==> config.mk <==
export PLATFORM = sky130hd
export DESIGN_NAME = trigger_sequencer_config
export DESIGN_NICKNAME = d
export VERILOG_FILES = /design/src/trig_seq_pkg.sv /design/src/seq_prescaler.sv /design/src/trigger_sequencer_config.sv
export SDC_FILE = /design/constraint.sdc
export NUM_CORES = 1
export LEC_CHECK = 0
export ABC_CLOCK_PERIOD_IN_PS = 6150
export BUFFER_PORTS_ARGS = -buffer_cell sky130_fd_sc_hd__buf_4
export CAP_MARGIN = 5
export CELL_PAD_IN_SITES_DETAIL_PLACEMENT = 1
export CELL_PAD_IN_SITES_GLOBAL_PLACEMENT = 2
export CORE_MARGIN = 8
export CORE_UTILIZATION = 37
export DETAILED_ROUTE_END_ITERATION = 10
export PLACE_DENSITY_LB_ADDON = 0.1
export SKIP_LAST_GASP = 1
export SYNTH_ARGS = -nofsm -noshare
export SYNTH_HDL_FRONTEND = slang
export SYNTH_SLANG_ARGS = --single-unit
==> constraint.sdc <==
create_clock -name clk_sys -period 6.15 [get_ports clk_sys]
set_input_delay 1.845 -clock clk_sys [delete_from_list [all_inputs] [get_ports clk_sys]]
set_output_delay 1.845 -clock clk_sys [all_outputs]
set_load 0.01 [all_outputs]
==> src/trig_seq_pkg.sv <==
package trig_seq_pkg;

   // Register offsets on the plain register port
   localparam logic [3:0] OFS_CONTROL = 4'h0;
   localparam logic [3:0] OFS_ADJUST  = 4'h1;
   localparam logic [3:0] OFS_LITERAL = 4'h2;
   localparam logic [3:0] OFS_STATUS  = 4'h3;
   localparam logic [3:0] OFS_COMMAND = 4'h4;

   // Control register fields
   localparam int CLK_SRC_LSB   = 13;
   localparam int PRESCALE_LSB  = 8;
   localparam int PWIDTH_LSB    = 4;
   localparam int WDT_LSB       = 0;
   localparam logic [15:0] CONTROL_MASK  = 16'hfff7;
   localparam logic [15:0] CONTROL_RESET = 16'h0000;
   localparam logic [15:0] ADJUST_RESET  = 16'h0000;
   localparam logic [15:0] LITERAL_RESET = 16'h0000;
   localparam logic [15:0] LIMIT_RESET   = 16'h0000;

   // Status register fields
   localparam int STAT_ENABLE_BIT = 0;
   localparam int STAT_START_BIT  = 1;
   localparam int STAT_TRIG_BIT   = 2;

   // Command register fields: bit 0 add, bit 1 literal copy, bit 2 trigger
   localparam int CMD_ADD_BIT   = 0;
   localparam int CMD_COPY_BIT  = 1;
   localparam int CMD_TRIG_BIT  = 2;
   localparam int CMD_TGT_LSB   = 4;

   // Add targets
   typedef enum logic [2:0] {
      TGT_TIMER0   = 3'b000,
      TGT_TIMER1   = 3'b001,
      TGT_COUNTER0 = 3'b010,
      TGT_COUNTER1 = 3'b011,
      TGT_STEP_DLY = 3'b100,
      TGT_LITERAL  = 3'b101
   } add_target_e;

endpackage

==> src/seq_prescaler.sv <==
`timescale 1ns/1ps
module seq_prescaler (
   input  wire logic       clk_sys,
   input  wire logic       rst_n,
   input  wire logic       src_tick,
   input  wire logic [4:0] divide,
   output logic            tick
);
   logic [4:0] count;
   logic [4:0] next_count;
   logic       next_tick;

   // Divide the source ticks by divide plus one
   always_comb begin
      next_count = count;
      next_tick  = 1'b0;
      if (src_tick) begin
         if (count >= divide) begin
            next_count = 5'h0_0;
            next_tick  = 1'b1;
         end else begin
            next_count = count + 5'h0_1;
         end
      end
   end

   always_ff @(posedge clk_sys) begin
      if (!rst_n) begin
         count <= 5'h0_0;
         tick  <= 1'b0;
      end else begin
         count <= next_count;
         tick  <= next_tick;
      end
   end

   AST_DIV_ZERO: assert property (
      @(posedge clk_sys) disable iff (!rst_n)
      (src_tick && divide == 5'h0_0 && count == 5'h0_0) |=> tick)
      else $error("Undivided source tick lost");

endmodule // seq_prescaler

==> src/trigger_sequencer_config.sv <==
// Design decisions made here: the strobed register port and the placing of the registers.
`timescale 1ns/1ps
module trigger_sequencer_config (
   input  wire logic        clk_sys,
   input  wire logic        rst_n,
   input  wire logic [3:0]  addr,
   input  wire logic [15:0] wdata,
   input  wire logic        wr,
   input  wire logic        rd,
   output logic      [15:0] rdata,
   input  wire logic        seq_enable_bit,
   input  wire logic        seq_start_bit,
   input  wire logic [7:0]  clk_src_ticks,
   output logic      [2:0]  seq_clock_source_sel,
   output logic      [2:0]  seq_watchdog_timeout_sel,
   output logic             seq_tick,
   output logic             trigger_out,
   output logic      [15:0] converter_channel_select,
   output logic      [15:0] step_delay_limit
);
   logic [15:0] control;
   logic [15:0] adjust_value;
   logic [15:0] literal_value;
   logic [15:0] timer_limit_regs [2];
   logic [15:0] counter_limit_regs [2];
   logic [15:0] next_control;
   logic [15:0] next_adjust;
   logic [15:0] next_literal;
   logic [15:0] next_timer [2];
   logic [15:0] next_counter [2];
   logic [15:0] next_step_delay;
   logic [15:0] next_chan;
   logic [15:0] next_rdata;
   logic        running;
   logic        add_cmd;
   logic        copy_cmd;
   logic        trig_cmd;
   logic [2:0]  add_tgt;
   logic [2:0]  src_sel;
   logic        src_tick;
   logic        pre_tick;
   logic [3:0]  pwidth;
   logic [4:0]  pulse_left;
   logic [4:0]  next_pulse_left;
   logic        next_trigger;

   function automatic logic [15:0] add16(input logic [15:0] a,
                                         input logic [15:0] b);
      add16 = a + b;
   endfunction

   assign running  = seq_enable_bit && seq_start_bit;
   assign add_cmd  = wr && addr == trig_seq_pkg::OFS_COMMAND
                     && wdata[trig_seq_pkg::CMD_ADD_BIT];
   assign copy_cmd = wr && addr == trig_seq_pkg::OFS_COMMAND
                     && wdata[trig_seq_pkg::CMD_COPY_BIT];
   assign trig_cmd = wr && addr == trig_seq_pkg::OFS_COMMAND
                     && wdata[trig_seq_pkg::CMD_TRIG_BIT];
   assign add_tgt  = wdata[trig_seq_pkg::CMD_TGT_LSB +: 3];
   assign src_sel  = control[trig_seq_pkg::CLK_SRC_LSB +: 3];
   assign pwidth   = control[trig_seq_pkg::PWIDTH_LSB +: 4];

   // Reserved source codes give no ticks, so the sequencer stalls
   assign src_tick = (src_sel < 3'b110) ? clk_src_ticks[src_sel] : 1'b0;

   seq_prescaler u_prescaler (
      .clk_sys  (clk_sys),
      .rst_n    (rst_n),
      .src_tick (src_tick),
      .divide   (control[trig_seq_pkg::PRESCALE_LSB +: 5]),
      .tick     (pre_tick)
   );

   // Register file
   always_comb begin
      next_control    = control;
      next_adjust     = adjust_value;
      next_literal    = literal_value;
      next_timer      = timer_limit_regs;
      next_counter    = counter_limit_regs;
      next_step_delay = step_delay_limit;
      next_chan       = converter_channel_select;
      if (wr) begin
         unique case (addr)
            trig_seq_pkg::OFS_CONTROL:
               next_control = wdata & trig_seq_pkg::CONTROL_MASK;
            trig_seq_pkg::OFS_ADJUST:
               if (!running) next_adjust = wdata;
            trig_seq_pkg::OFS_LITERAL:
               if (!running) next_literal = wdata;
            default: ;
         endcase
      end
      if (add_cmd) begin
         unique case (add_tgt)
            trig_seq_pkg::TGT_TIMER0:
               next_timer[0] = add16(timer_limit_regs[0], adjust_value);
            trig_seq_pkg::TGT_TIMER1:
               next_timer[1] = add16(timer_limit_regs[1], adjust_value);
            trig_seq_pkg::TGT_COUNTER0:
               next_counter[0] = add16(counter_limit_regs[0], adjust_value);
            trig_seq_pkg::TGT_COUNTER1:
               next_counter[1] = add16(counter_limit_regs[1], adjust_value);
            trig_seq_pkg::TGT_STEP_DLY:
               next_step_delay = add16(step_delay_limit, adjust_value);
            trig_seq_pkg::TGT_LITERAL:
               next_literal = add16(literal_value, adjust_value);
            default: ;
         endcase
      end
      if (copy_cmd) next_chan = literal_value;
   end

   // Read data one cycle after the strobe; unmapped reads return zero
   always_comb begin
      next_rdata = 16'h0000;
      if (rd) begin
         unique case (addr)
            trig_seq_pkg::OFS_CONTROL: next_rdata = control;
            trig_seq_pkg::OFS_ADJUST:  next_rdata = adjust_value;
            trig_seq_pkg::OFS_LITERAL: next_rdata = literal_value;
            trig_seq_pkg::OFS_STATUS: begin
               next_rdata[trig_seq_pkg::STAT_ENABLE_BIT] = seq_enable_bit;
               next_rdata[trig_seq_pkg::STAT_START_BIT]  = seq_start_bit;
               next_rdata[trig_seq_pkg::STAT_TRIG_BIT]   = trigger_out;
            end
            default: next_rdata = 16'h0000;
         endcase
      end
   end

   // Trigger pulse counted in sequencer ticks
   always_comb begin
      next_pulse_left = pulse_left;
      next_trigger    = trigger_out;
      if (trig_cmd && pulse_left == 5'h0_0) begin
         next_pulse_left = {1'b0, pwidth} + 5'h0_1;
         next_trigger    = 1'b1;
      end else if (pre_tick && pulse_left != 5'h0_0) begin
         next_pulse_left = pulse_left - 5'h0_1;
         next_trigger    = (pulse_left != 5'h0_1);
      end
   end

   // Register file group
   always_ff @(posedge clk_sys) begin
      if (!rst_n) begin
         control                  <= trig_seq_pkg::CONTROL_RESET;
         adjust_value             <= trig_seq_pkg::ADJUST_RESET;
         literal_value            <= trig_seq_pkg::LITERAL_RESET;
         timer_limit_regs[0]      <= trig_seq_pkg::LIMIT_RESET;
         timer_limit_regs[1]      <= trig_seq_pkg::LIMIT_RESET;
         counter_limit_regs[0]    <= trig_seq_pkg::LIMIT_RESET;
         counter_limit_regs[1]    <= trig_seq_pkg::LIMIT_RESET;
         step_delay_limit         <= trig_seq_pkg::LIMIT_RESET;
         converter_channel_select <= trig_seq_pkg::LIMIT_RESET;
      end else begin
         control                  <= next_control;
         adjust_value             <= next_adjust;
         literal_value            <= next_literal;
         timer_limit_regs         <= next_timer;
         counter_limit_regs       <= next_counter;
         step_delay_limit         <= next_step_delay;
         converter_channel_select <= next_chan;
      end
   end

   // Read data group
   always_ff @(posedge clk_sys) begin
      if (!rst_n) begin
         rdata <= 16'h0000;
      end else begin
         rdata <= next_rdata;
      end
   end

   // Pulse, tick and mirrored selects, all straight from flip-flops
   always_ff @(posedge clk_sys) begin
      if (!rst_n) begin
         pulse_left               <= 5'h0_0;
         trigger_out              <= 1'b0;
         seq_tick                 <= 1'b0;
         seq_clock_source_sel     <= 3'b000;
         seq_watchdog_timeout_sel <= 3'b000;
      end else begin
         pulse_left               <= next_pulse_left;
         trigger_out              <= next_trigger;
         seq_tick                 <= pre_tick;
         seq_clock_source_sel     <=
            next_control[trig_seq_pkg::CLK_SRC_LSB +: 3];
         seq_watchdog_timeout_sel <= next_control[trig_seq_pkg::WDT_LSB +: 3];
      end
   end

   AST_PULSE_LOAD: assert property (
      @(posedge clk_sys) disable iff (!rst_n)
      (trig_cmd && pulse_left == 5'h0_0) |=>
      (trigger_out && pulse_left == {1'b0, $past(pwidth)} + 5'h0_1))
      else $error("Pulse length not loaded from width field");
   AST_PULSE_END: assert property (
      @(posedge clk_sys) disable iff (!rst_n)
      (pulse_left == 5'h0_1 && pre_tick && !trig_cmd) |=> !trigger_out)
      else $error("Trigger pulse outlived its width");
   AST_PULSE_HOLD: assert property (
      @(posedge clk_sys) disable iff (!rst_n)
      (pulse_left != 5'h0_0 && !pre_tick) |=>
      ($stable(pulse_left) && trigger_out))
      else $error("Trigger pulse moved without a sequencer tick");
   AST_TRIG_LEVEL: assert property (
      @(posedge clk_sys) disable iff (!rst_n)
      trigger_out == (pulse_left != 5'h0_0))
      else $error("Trigger output disagrees with pulse count");

   AST_ADD_LIT: assert property (
      @(posedge clk_sys) disable iff (!rst_n)
      (add_cmd && add_tgt == trig_seq_pkg::TGT_LITERAL) |=>
      literal_value == $past(literal_value) + $past(adjust_value))
      else $error("Literal add result wrong");
   AST_ADD_SDL: assert property (
      @(posedge clk_sys) disable iff (!rst_n)
      (add_cmd && add_tgt == trig_seq_pkg::TGT_STEP_DLY) |=>
      step_delay_limit == $past(step_delay_limit) + $past(adjust_value))
      else $error("Step delay add result wrong");
   AST_ADD_TMR0: assert property (
      @(posedge clk_sys) disable iff (!rst_n)
      (add_cmd && add_tgt == trig_seq_pkg::TGT_TIMER0) |=>
      timer_limit_regs[0] == $past(timer_limit_regs[0]) + $past(adjust_value))
      else $error("Timer 0 limit add result wrong");
   AST_ADD_TMR1: assert property (
      @(posedge clk_sys) disable iff (!rst_n)
      (add_cmd && add_tgt == trig_seq_pkg::TGT_TIMER1) |=>
      timer_limit_regs[1] == $past(timer_limit_regs[1]) + $past(adjust_value))
      else $error("Timer 1 limit add result wrong");
   AST_ADD_CNT0: assert property (
      @(posedge clk_sys) disable iff (!rst_n)
      (add_cmd && add_tgt == trig_seq_pkg::TGT_COUNTER0) |=>
      counter_limit_regs[0] ==
      $past(counter_limit_regs[0]) + $past(adjust_value))
      else $error("Counter 0 limit add result wrong");
   AST_ADD_CNT1: assert property (
      @(posedge clk_sys) disable iff (!rst_n)
      (add_cmd && add_tgt == trig_seq_pkg::TGT_COUNTER1) |=>
      counter_limit_regs[1] ==
      $past(counter_limit_regs[1]) + $past(adjust_value))
      else $error("Counter 1 limit add result wrong");
   AST_COPY: assert property (
      @(posedge clk_sys) disable iff (!rst_n)
      copy_cmd |=> converter_channel_select == $past(literal_value))
      else $error("Channel select not loaded from literal");

   AST_LOCK: assert property (
      @(posedge clk_sys) disable iff (!rst_n)
      (running && wr && addr == trig_seq_pkg::OFS_ADJUST) |=>
      $stable(adjust_value))
      else $error("Adjust written while running");
   AST_LOCK_LIT: assert property (
      @(posedge clk_sys) disable iff (!rst_n)
      (running && wr && addr == trig_seq_pkg::OFS_LITERAL) |=>
      $stable(literal_value))
      else $error("Literal written while running");
   AST_BIT3: assert property (
      @(posedge clk_sys) disable iff (!rst_n)
      (rd && addr == trig_seq_pkg::OFS_CONTROL) |=> rdata[3] == 1'b0)
      else $error("Control bit 3 read as one");
   AST_RD_ADJ: assert property (
      @(posedge clk_sys) disable iff (!rst_n)
      (rd && addr == trig_seq_pkg::OFS_ADJUST) |=>
      rdata == $past(adjust_value))
      else $error("Adjust readback wrong");
   AST_RD_LIT: assert property (
      @(posedge clk_sys) disable iff (!rst_n)
      (rd && addr == trig_seq_pkg::OFS_LITERAL) |=>
      rdata == $past(literal_value))
      else $error("Literal readback wrong");
   AST_RD_CTRL: assert property (
      @(posedge clk_sys) disable iff (!rst_n)
      (rd && addr == trig_seq_pkg::OFS_CONTROL) |=>
      rdata == $past(control))
      else $error("Control readback wrong");
   AST_STATUS: assert property (
      @(posedge clk_sys) disable iff (!rst_n)
      (rd && addr == trig_seq_pkg::OFS_STATUS) |=>
      rdata == {13'h0000, $past(trigger_out), $past(seq_start_bit),
                $past(seq_enable_bit)})
      else $error("Status readback wrong");
   AST_MIRROR: assert property (
      @(posedge clk_sys) disable iff (!rst_n)
      seq_clock_source_sel == control[trig_seq_pkg::CLK_SRC_LSB +: 3] &&
      seq_watchdog_timeout_sel == control[trig_seq_pkg::WDT_LSB +: 3])
      else $error("Select outputs differ from control register");

   COV_PULSE: cover property (@(posedge clk_sys) trig_cmd ##1 trigger_out);
   COV_ADD:   cover property (@(posedge clk_sys) add_cmd);
   COV_COPY:  cover property (@(posedge clk_sys) copy_cmd);
   COV_LOCK:  cover property (@(posedge clk_sys) running && wr);
   COV_TRIG_READ: cover property (@(posedge clk_sys)
      rd && addr == trig_seq_pkg::OFS_STATUS && trigger_out);

endmodule // trigger_sequencer_config

# After elaboration in Yosys (flattened, before gate mapping)
# Index checks and enable logic that the tools add are counted.
word_totals:
  reg_bits: 114
  out_inout_bits: 56
  wordCells: 64
op_classes:
  add_sub_neg: 5
  n_lt_le_gt_ge: 3
  eq_ne: 7
  mux: 18
  n_bitwise: 1
  n_reduce_logical: 16
ops:
  columns: ["operator", "n"]
  rows:
  - ["16-bit 2-to-1 mux", 7]
  - ["13-bit case mux with 3 select lines", 1]
  - ["16-bit adder", 2]
  - ["5-bit 2-to-1 mux", 3]
  - ["3-bit case mux with 4 select lines", 1]
  - ["4-bit by 2-bit equality test with 1-bit output (second input constant)", 2]
  - ["2-bit AND reduction", 4]
  - ["1-bit logical AND", 7]
  - ["3-bit equality test (second input constant)", 2]
  - ["4-bit by 1-bit adder with 5-bit output (second input constant)", 1]
  - ["5-bit by 1-bit adder with 5-bit output (second input constant)", 1]
  - ["5-bit >= comparator", 1]
  - ["5-bit zero test", 1]
  - ["1-bit 2-to-1 mux", 5]
  - ["5-bit by 1-bit != test with 1-bit output (second input constant)", 1]
  - ["5-bit nonzero test", 1]
  - ["5-bit by 1-bit subtractor with 5-bit output (second input constant)", 1]
  - ["4-bit by 1-bit equality test with 1-bit output (second input constant)", 1]
  - ["4-bit by 3-bit equality test with 1-bit output (second input constant)", 1]
  - ["4-bit zero test", 1]
  - ["3-bit by 4-bit < comparator with 1-bit output (second input constant)", 1]
  - ["1-bit binary-select mux with 3-bit select", 1]
  - ["3-bit < comparator (second input constant)", 1]
  - ["3-bit AND reduction", 1]
  - ["other kinds (2)", 2]

# Logic depth before layout (Yosys ltp)
# Gate-level depths: netlist (run 1).
depth:
  depth_word: 6
  ltp_mapped: 9
  mapped_depth_nobuf: 8

# Modules after synthesis
# A second synthesis (run 1) with hierarchy kept.
hier_totals:
  cells_unflattened: 731
  hier_area_um2: 6069.6
modules_own_cells:
  columns: ["mod", "instances", "cells_per_inst", "area_per_inst_um2", "seq_area_each_um2"]
  rows:
  - ["trigger_sequencer_config", 1, 687, 5676.7, 2042.0]
  - ["seq_prescaler", 1, 44, 392.9, 120.1]

# Worst setup path before layout (run 1)
# Ideal clock, no wire load.
synth_timing:
  path_kind: "input -> register"
  from: "input addr[0]"
  to: "register step_delay_limit[15]"
  setup_time_ps: 72
  t_arrival_ps: 3256
  slack_ps: 2823
  path_stages: 9
  n_path_buf: 3
  cell_sequence: "buf_6 -> nor3b_4 -> and3b_1 -> buf_2 -> and4b_1 -> buf_4 -> nand2_1 -> mux2i_1 -> mux2i_1"
synth_between:
  elab_chain_cells: 4
synth_rtl:
  columns: ["element", "line", "text"]
  rows:
  - ["from (decl)", "trigger_sequencer_config.sv:6", "input wire logic [3:0] addr,"]
  - ["4-bit by 3-bit equality test with 1-bit output", "trigger_sequencer_config.sv:53", "assign add_cmd = wr && addr == trig_seq_pkg::OFS_COMMAND"]
  - ["1-bit logical AND", "trigger_sequencer_config.sv:53", null]
  - ["1-bit logical AND", "trigger_sequencer_config.sv:54", "&& wdata[trig_seq_pkg::CMD_ADD_BIT];"]
  - ["2-bit AND reduction (no source line)", null, null]
  - ["to (signal assigned)", "trigger_sequencer_config.sv:155", "step_delay_limit <= trig_seq_pkg::LIMIT_RESET;"]
  - ["to (signal assigned)", "trigger_sequencer_config.sv:163", "step_delay_limit <= next_step_delay;"]
  - ["to (decl)", "trigger_sequencer_config.sv:19", "output logic [15:0] step_delay_limit"]
# No other way between the ends.
# A chain may end at the register's enable or synchronous reset.

# Final worst setup path (run 1)
layout_timing:
  from: "input addr[1]"
  to: "register step_delay_limit[15]"
# The elaborated chain is that of the path after synthesis.

==> reports/metrics.csv, run 1 <==
stage,metric,value,unit
power,LEAKAGE,3.05,nW
place,RD Place Congestion,0.881,
detailed_routing,DR WL/cell,19.6,um
yosys,sequential-to-total area share from yosys stat,0.350,
timing,Worst Tran Pin Value,1.01,ns
floorplan,die height,145,um
detailed_routing,Vias/cell,5.50,
global_routing,first-pass GRT wire length,31.8,mm
cells_and_area,Nets,855,
global_routing,gr ovfl total,0,
setup_path,crit path max fanout,22,
cts,Worst-path clk slew,0.08,ns
setup_path,Critical Path Start Type,input port,
place,number of port buffers,87,
yosys,prevailing post-synth register cell,dfxtp_1,
yosys,Syn. warnings,0,
cells_and_area,Syn-to-layout area delta,16.8,%
cells_and_area,cell area after layout,0.00721,mm2
yosys,Synth Register Bits,108,
detailed_routing,DRC Markers,0,
yosys,synth top area cells,"dfxtp_1 (35%), ha_1 (7.9%), a21boi_0 (6.4%)",
cts,H-tree depth,3,
yosys,cell taking the most area after synthesis,dfxtp_1,
detailed_routing,Routed WL,19.7,mm
flow_run,total of max-cap violations,0,
setup_path,kind of critical path,input port to flip-flop,
cts,total CTS buffers,9,
timing,max-slew violation count,0,
floorplan,IO Pins,90,
timing,Final Hold Fails,0,
timing,relative slew slack,0.329,
cells_and_area,Fill cells,1950,
cts,# Post-CTS Setup Buffers,0,
detailed_routing,DRT iter0 DRCs,208,
cts,post-CTS sizing,0,
floorplan,Die Wd,145,um
detailed_routing,first drt pass iteration count,4,
power,maximum vdd ir drop,138,uV
global_routing,vias in the first global route,5725,
global_routing,initial antenna violation count,0,
cts,Worst-Skew Late Latency,0.36,ns
yosys,synthesized area,0.00617,mm2
yosys,area share of the largest cell type after synthesis,0.350,
yosys,Syn Nets,795,
timing,fin crit period,4.15,ns
cells_and_area,layout cells sized above 1,0.155,
timing,final setup skew,0.0105,ns
floorplan,die area,0.0211,mm2
yosys,"Distinct cells, synth",60,
global_routing,largest net degree at the start of global routing,102,
setup_path,critical path endpoint category,flip-flop,
cts,number of hold buffers added after CTS,0,
timing,RSZ-0062 raised after global routing,false,
setup_path,Worst Path Arrival,4.44,ns
yosys,ys async rst share,0,
place,placed instance area,0.00693,mm2
detailed_routing,via count,5526,
cts,Sink Count,108,
place,DP HPWL,14.4,mm
status,status,finished clean,
cts,Clock Path Buffers,2,
global_routing,GRT Util Overall,0.187,
floorplan,initial core utilization,0.375,
cts,CTS tree,yes,
timing,Setup TNS,0,ns
yosys,Syn Inst Count,720,
detailed_routing,post-route ant nets,0,
yosys,most numerous cell in the Yosys netlist,dfxtp_1,
timing,fmax,0.241,GHz
timing,setup violators final,0,
power,pwr dens,196,mW/mm2
timing,final period utilization,0.674,
floorplan,Core ar.,0.0165,mm2
setup_path,required time of the critical path,6.44,ns
floorplan,row count,47,
yosys,syn avg cell area,8.58,um2
cells_and_area,antenna diode count,0,
cts,CTS root buf,clkbuf_16,
yosys,"top cells by count, synth","dfxtp_1 (108), nand2_1 (106), a21boi_0 (53), nor2_1 (51), nand3_1 (42)",
yosys,number of synthesized flops with an enable pin,0,
worst_hold_path,worst hold path type,flip-flop to flip-flop,
## layout by cell type, fill, tap and decap left out, drive strengths merged, types with 11 or more instances in the layout
cell type / netlist / routed
xor2: 12 / 12
ha: 39 / 39
nor3: 11 / 11
a21o: 12 / 12
a211oi: 11 / 11
nor2: 51 / 51
a21oi: 32 / 32
o21ai: 22 / 22
a21boi: 58 / 58
nand3: 42 / 42
buf: 23 / 94
inv: 9 / 11
mux2i: 35 / 35
dfxtp: 108 / 108
xnor2: 17 / 17
nand2: 106 / 106
## kinds of logic after synthesis
| group | count (synthesis) | synth area share |
|---|---|---|
| AOI/OAI and AO/OA | 182 | 0.208 |
| DFF | 108 | 0.350 |
| adders and majority gates | 41 | 0.0855 |
| buffers and inverters | 54 | 0.0428 |
| xor gates and xnor gates | 29 | 0.0411 |
| muxes | 41 | 0.0695 |
| and+or+nand+nor | 265 | 0.203 |
## metal layers
| metal | part of all wire | up-vias | routed length, um | global-route usage |
|---|---|---|---|---|
| li1 | - | 2689 | - | - |
| met1 | 0.47 | 2718 | 9200 | 0.232 |
| met2 | 0.48 | 103 | 9480 | 0.321 |
| met3 | 0.038 | 16 | 743 | 0.0345 |
| met4 | 0.014 | 0 | 274 | 0.0593 |
| met5 | 0 | - | 0 | 0 |
## through the flow
step                 util  power [mW]  std cells  hold slack, ns  setup slack, ns
CTS                 0.438        1.44       1005           0.479             1.98
detailed placement  0.421       0.850        989           0.468             1.61
finish              0.438        1.41       1005           0.474             2.00
global placement    0.421       0.846        989           0.455             1.72
global route        0.438        1.48       1005           0.501             1.85
floorplan               -       0.801        720           0.452             2.82
## power breakdown
part / internal [mW] / leakage (nW) / switching (mW)
clock network: 0.290 / 0.139 / 0.291
registers: 0.707 / 0.871 / 0.0111
logic: 0.0491 / 2.04 / 0.0659
total: 1.05 / 3.05 / 0.368
## final cells by class
type,instances,area [um2],area share
clock buffers,10,239,0.0331
clock inverters,6,47.5,0.00659
inverters,9,33.8,0.00468
multi-input cells,558,3750,0.520
flip-flops and latches,108,2160,0.300
well taps,220,275,0.0382
repair buffers,94,706,0.0978
## sequential cells by signal, summed over array words and instances (netlist names)
name / flops
adjust_value: 16
converter_channel_select: 16
literal_value: 16
rdata: 16
step_delay_limit: 16
control: 15
pulse_left: 5
u_prescaler.count: 5
seq_tick: 1
trigger_out: 1
u_prescaler.tick: 1
## path summary, 6_finish.rpt
path                            slack (ns)                        start  cells after the start                           to
worst max-delay path                  2.00                      addr[1]                      8         step_delay_limit[15]
worst min register to register        0.47  converter_channel_select[7]                      2  converter_channel_select[7]
worst max register to register        3.48              adjust_value[0]                      8         step_delay_limit[10]
worst min-delay path                  0.47  converter_channel_select[7]                      2  converter_channel_select[7]
## critical path: stages
cell     delay, ns
buf_4         0.25
nor3b_4       0.21
buf_4         0.29
and3b_1       0.48
and4b_1       0.78
nand2_1       0.11
mux2i_1       0.23
mux2i_1       0.21
No activity file was read; power rests on OpenSTA's default activity.
==> run 2: changes to the inputs <==
--- a/config.mk
+++ b/config.mk
@@ -5,13 +5,13 @@
 export SDC_FILE = /design/constraint.sdc
 export NUM_CORES = 1
 export LEC_CHECK = 0
-export ABC_CLOCK_PERIOD_IN_PS = 6150
+export ABC_CLOCK_PERIOD_IN_PS = 3850
 export BUFFER_PORTS_ARGS = -buffer_cell sky130_fd_sc_hd__buf_4
 export CAP_MARGIN = 5
 export CELL_PAD_IN_SITES_DETAIL_PLACEMENT = 1
 export CELL_PAD_IN_SITES_GLOBAL_PLACEMENT = 2
 export CORE_MARGIN = 8
-export CORE_UTILIZATION = 37
+export CORE_UTILIZATION = 35
 export DETAILED_ROUTE_END_ITERATION = 10
 export PLACE_DENSITY_LB_ADDON = 0.1
 export SKIP_LAST_GASP = 1
==> constraint.sdc (replaced) <==
create_clock -name clk_sys -period 3.85 [get_ports clk_sys]
set_input_delay 1.155 -clock clk_sys [delete_from_list [all_inputs] [get_ports clk_sys]]
set_output_delay 1.155 -clock clk_sys [all_outputs]
set_load 0.01 [all_outputs]
==> reports/metrics.csv, run 2 (synthesized netlist as in run 1, its figures left out) <==
stage,metric,value,unit,change
global_routing,first-pass GRT wire length,32.3,mm,+1.7%
floorplan,Die Wd,149,um,+2.5%
setup_path,CP startpoint,addr[1],,
timing,Worst Tran Pin Value,0.820,ns,-0.185 ns
detailed_routing,Vias/cell,5.41,,-1.5%
cells_and_area,layout cells sized above 1,0.154,,-0.00186
cts,number of hold buffers added after CTS,0,,unchanged
setup_path,worst flop-to-flop path endpoint,step_delay_limit[10],,
detailed_routing,post-route ant nets,0,,unchanged
setup_path,crit path max fanout,23,,+4.5%
timing,relative slew slack,0.453,,+0.124
detailed_routing,DRC Markers,0,,unchanged
place,RD Place Congestion,0.842,,-4.3%
detailed_routing,Routed WL,20.3,mm,+2.8%
setup_path,critical path endpoint category,flip-flop,,
setup_path,RR Startpoint,adjust_value[0],,
cells_and_area,sequential cell area,0.00216,mm2,unchanged
floorplan,IO Pins,90,,unchanged
setup_path,Worst Path Arrival,3.27,ns,-1.17 ns
cells_and_area,"most common cell after layout, fill and taps aside",dfxtp_1,,
setup_path,R2R depth,8,,unchanged
place,placed cells,998,,+0.91%
detailed_routing,via count,5485,,-0.74%
global_routing,gr ovfl total,0,,unchanged
power,maximum vdd ir drop,230,uV,+67%
cts,H-tree depth,3,,unchanged
global_routing,initial antenna violation count,0,,unchanged
floorplan,Core ar.,0.0173,mm2,+5.0%
setup_path,Critical Path Start Type,input port,,
timing,fmax,0.337,GHz,
cts,total CTS buffers,9,,unchanged
cells_and_area,area taken by multi-input logic gates,0.00375,mm2,unchanged
timing,RSZ-0062 raised after global routing,false,,
timing,max-slew violation count,0,,unchanged
floorplan,die area,0.0221,mm2,+5.1%
flow_run,total of max-cap violations,0,,unchanged
cts,Worst-Skew Late Latency,0.36,ns,about the same
global_routing,largest net degree at the start of global routing,68,,-33%
floorplan,initial core utilization,0.357,,-0.0180
timing,final setup skew,0.00993,ns,-0.000615 ns
cts,CTS tree,yes,,
place,DP HPWL,14.7,mm,+2.1%
cts,post-CTS sizing,0,,unchanged
cells_and_area,Nets,859,,+0.47%
setup_path,required time of the critical path,4.15,ns,-2.29 ns
setup_path,Worst Setup EP,step_delay_limit[10],,
detailed_routing,first drt pass iteration count,4,,unchanged
cts,CTS root buf,clkbuf_16,,
cts,Sink Count,108,,unchanged
cells_and_area,"commonest non-fill, non-tap cells in the layout","dfxtp_1 (108), nand2_1 (106), buf_4 (98)",,
global_routing,vias in the first global route,5840,,+2.0%
timing,Setup TNS,0,ns,unchanged
timing,setup violators final,0,,unchanged
floorplan,row count,48,,+2.1%
cells_and_area,cell area after layout,0.00726,mm2,+0.69%
worst_hold_path,worst hold path type,flip-flop to flip-flop,,
timing,fin crit period,2.97,ns,
cells_and_area,"Cell Count, Final, Fillers Out",1013,,+0.80%
cells_and_area,antenna diode count,0,,unchanged
status,status,finished clean,,
cts,Clock Path Buffers,2,,unchanged
power,LEAKAGE,3.08,nW,+0.80%
place,number of port buffers,87,,unchanged
timing,Final Hold Fails,0,,unchanged
place,placed instance area,0.00696,mm2,+0.52%
cells_and_area,Fill cells,2045,,+4.9%
detailed_routing,DR WL/cell,20.0,um,+2.0%
cts,# Post-CTS Setup Buffers,0,,unchanged
setup_path,kind of critical path,input port to flip-flop,,
detailed_routing,DRT iter0 DRCs,253,,+22%
cells_and_area,Syn-to-layout area delta,17.6,%,
timing,final period utilization,0.771,,
power,pwr dens,321,mW/mm2,+64%
global_routing,GRT Util Overall,0.185,,-0.00180
cts,Worst-path clk slew,0.07,ns,about the same
floorplan,die height,149,um,+2.5%
setup_path,Reg2Reg Setup Slack,1.09,ns,-2.39 ns
-- run 2: cell type report --
type	count	area share
clock buffers	13	0.0331
clock inverters	2	0.00827
inverters	9	0.00465
multi-input cells	558	0.516
flip-flops and latches	108	0.298
well taps	225	0.0388
repair buffers	98	0.101
-- run 2: through the flow --
stage / setup slack, ns / total power, mW / hold WS [ns] / utilization
2_1_floorplan: 1.21 / 1.28 / 0.452 / -
3_3_place_gp: 0.617 / 1.35 / 0.453 / 0.402
3_5_place_dp: 0.513 / 1.36 / 0.466 / 0.402
4_1_cts: 0.867 / 2.36 / 0.476 / 0.420
5_1_grt: 0.674 / 2.43 / 0.484 / 0.420
6_report: 0.880 / 2.33 / 0.469 / 0.420
-- run 2: metal layers --
metal	up-vias	GRT usage	share of wire
met5	-	0	0
met4	0	0.0586	0.014
met3	18	0.0300	0.044
met2	93	0.311	0.47
met1	2684	0.237	0.47
li1	2690	-	-
-- run 2: worst max-delay path, cell delays in order --
cell      delay [ns]
buf_4           0.25
nor3b_4         0.24
and3b_1         0.21
buf_4           0.31
nand4b_2        0.48
nor4b_1         0.44
a311o_1         0.17
-- run 2: how the worst min path moves through the flow --
stage	startpoint	endpoint	slack, ns	cells after the start
after floorplan	pulse_left[4]	pulse_left[4]	0.45	2
after global placement	step_delay_limit[15]	step_delay_limit[15]	0.45	2
after detailed placement	converter_channel_select[6]	converter_channel_select[6]	0.47	2
after CTS	converter_channel_select[6]	converter_channel_select[6]	0.48	2
after global routing	converter_channel_select[5]	converter_channel_select[5]	0.48	2
final	converter_channel_select[5]	converter_channel_select[5]	0.47	2
-- run 2: power breakdown --
group          leakage (nW)  internal, mW  switching (mW)
combinational          2.06        0.0791           0.107
sequential            0.871          1.13          0.0174
clock                 0.144         0.569           0.432
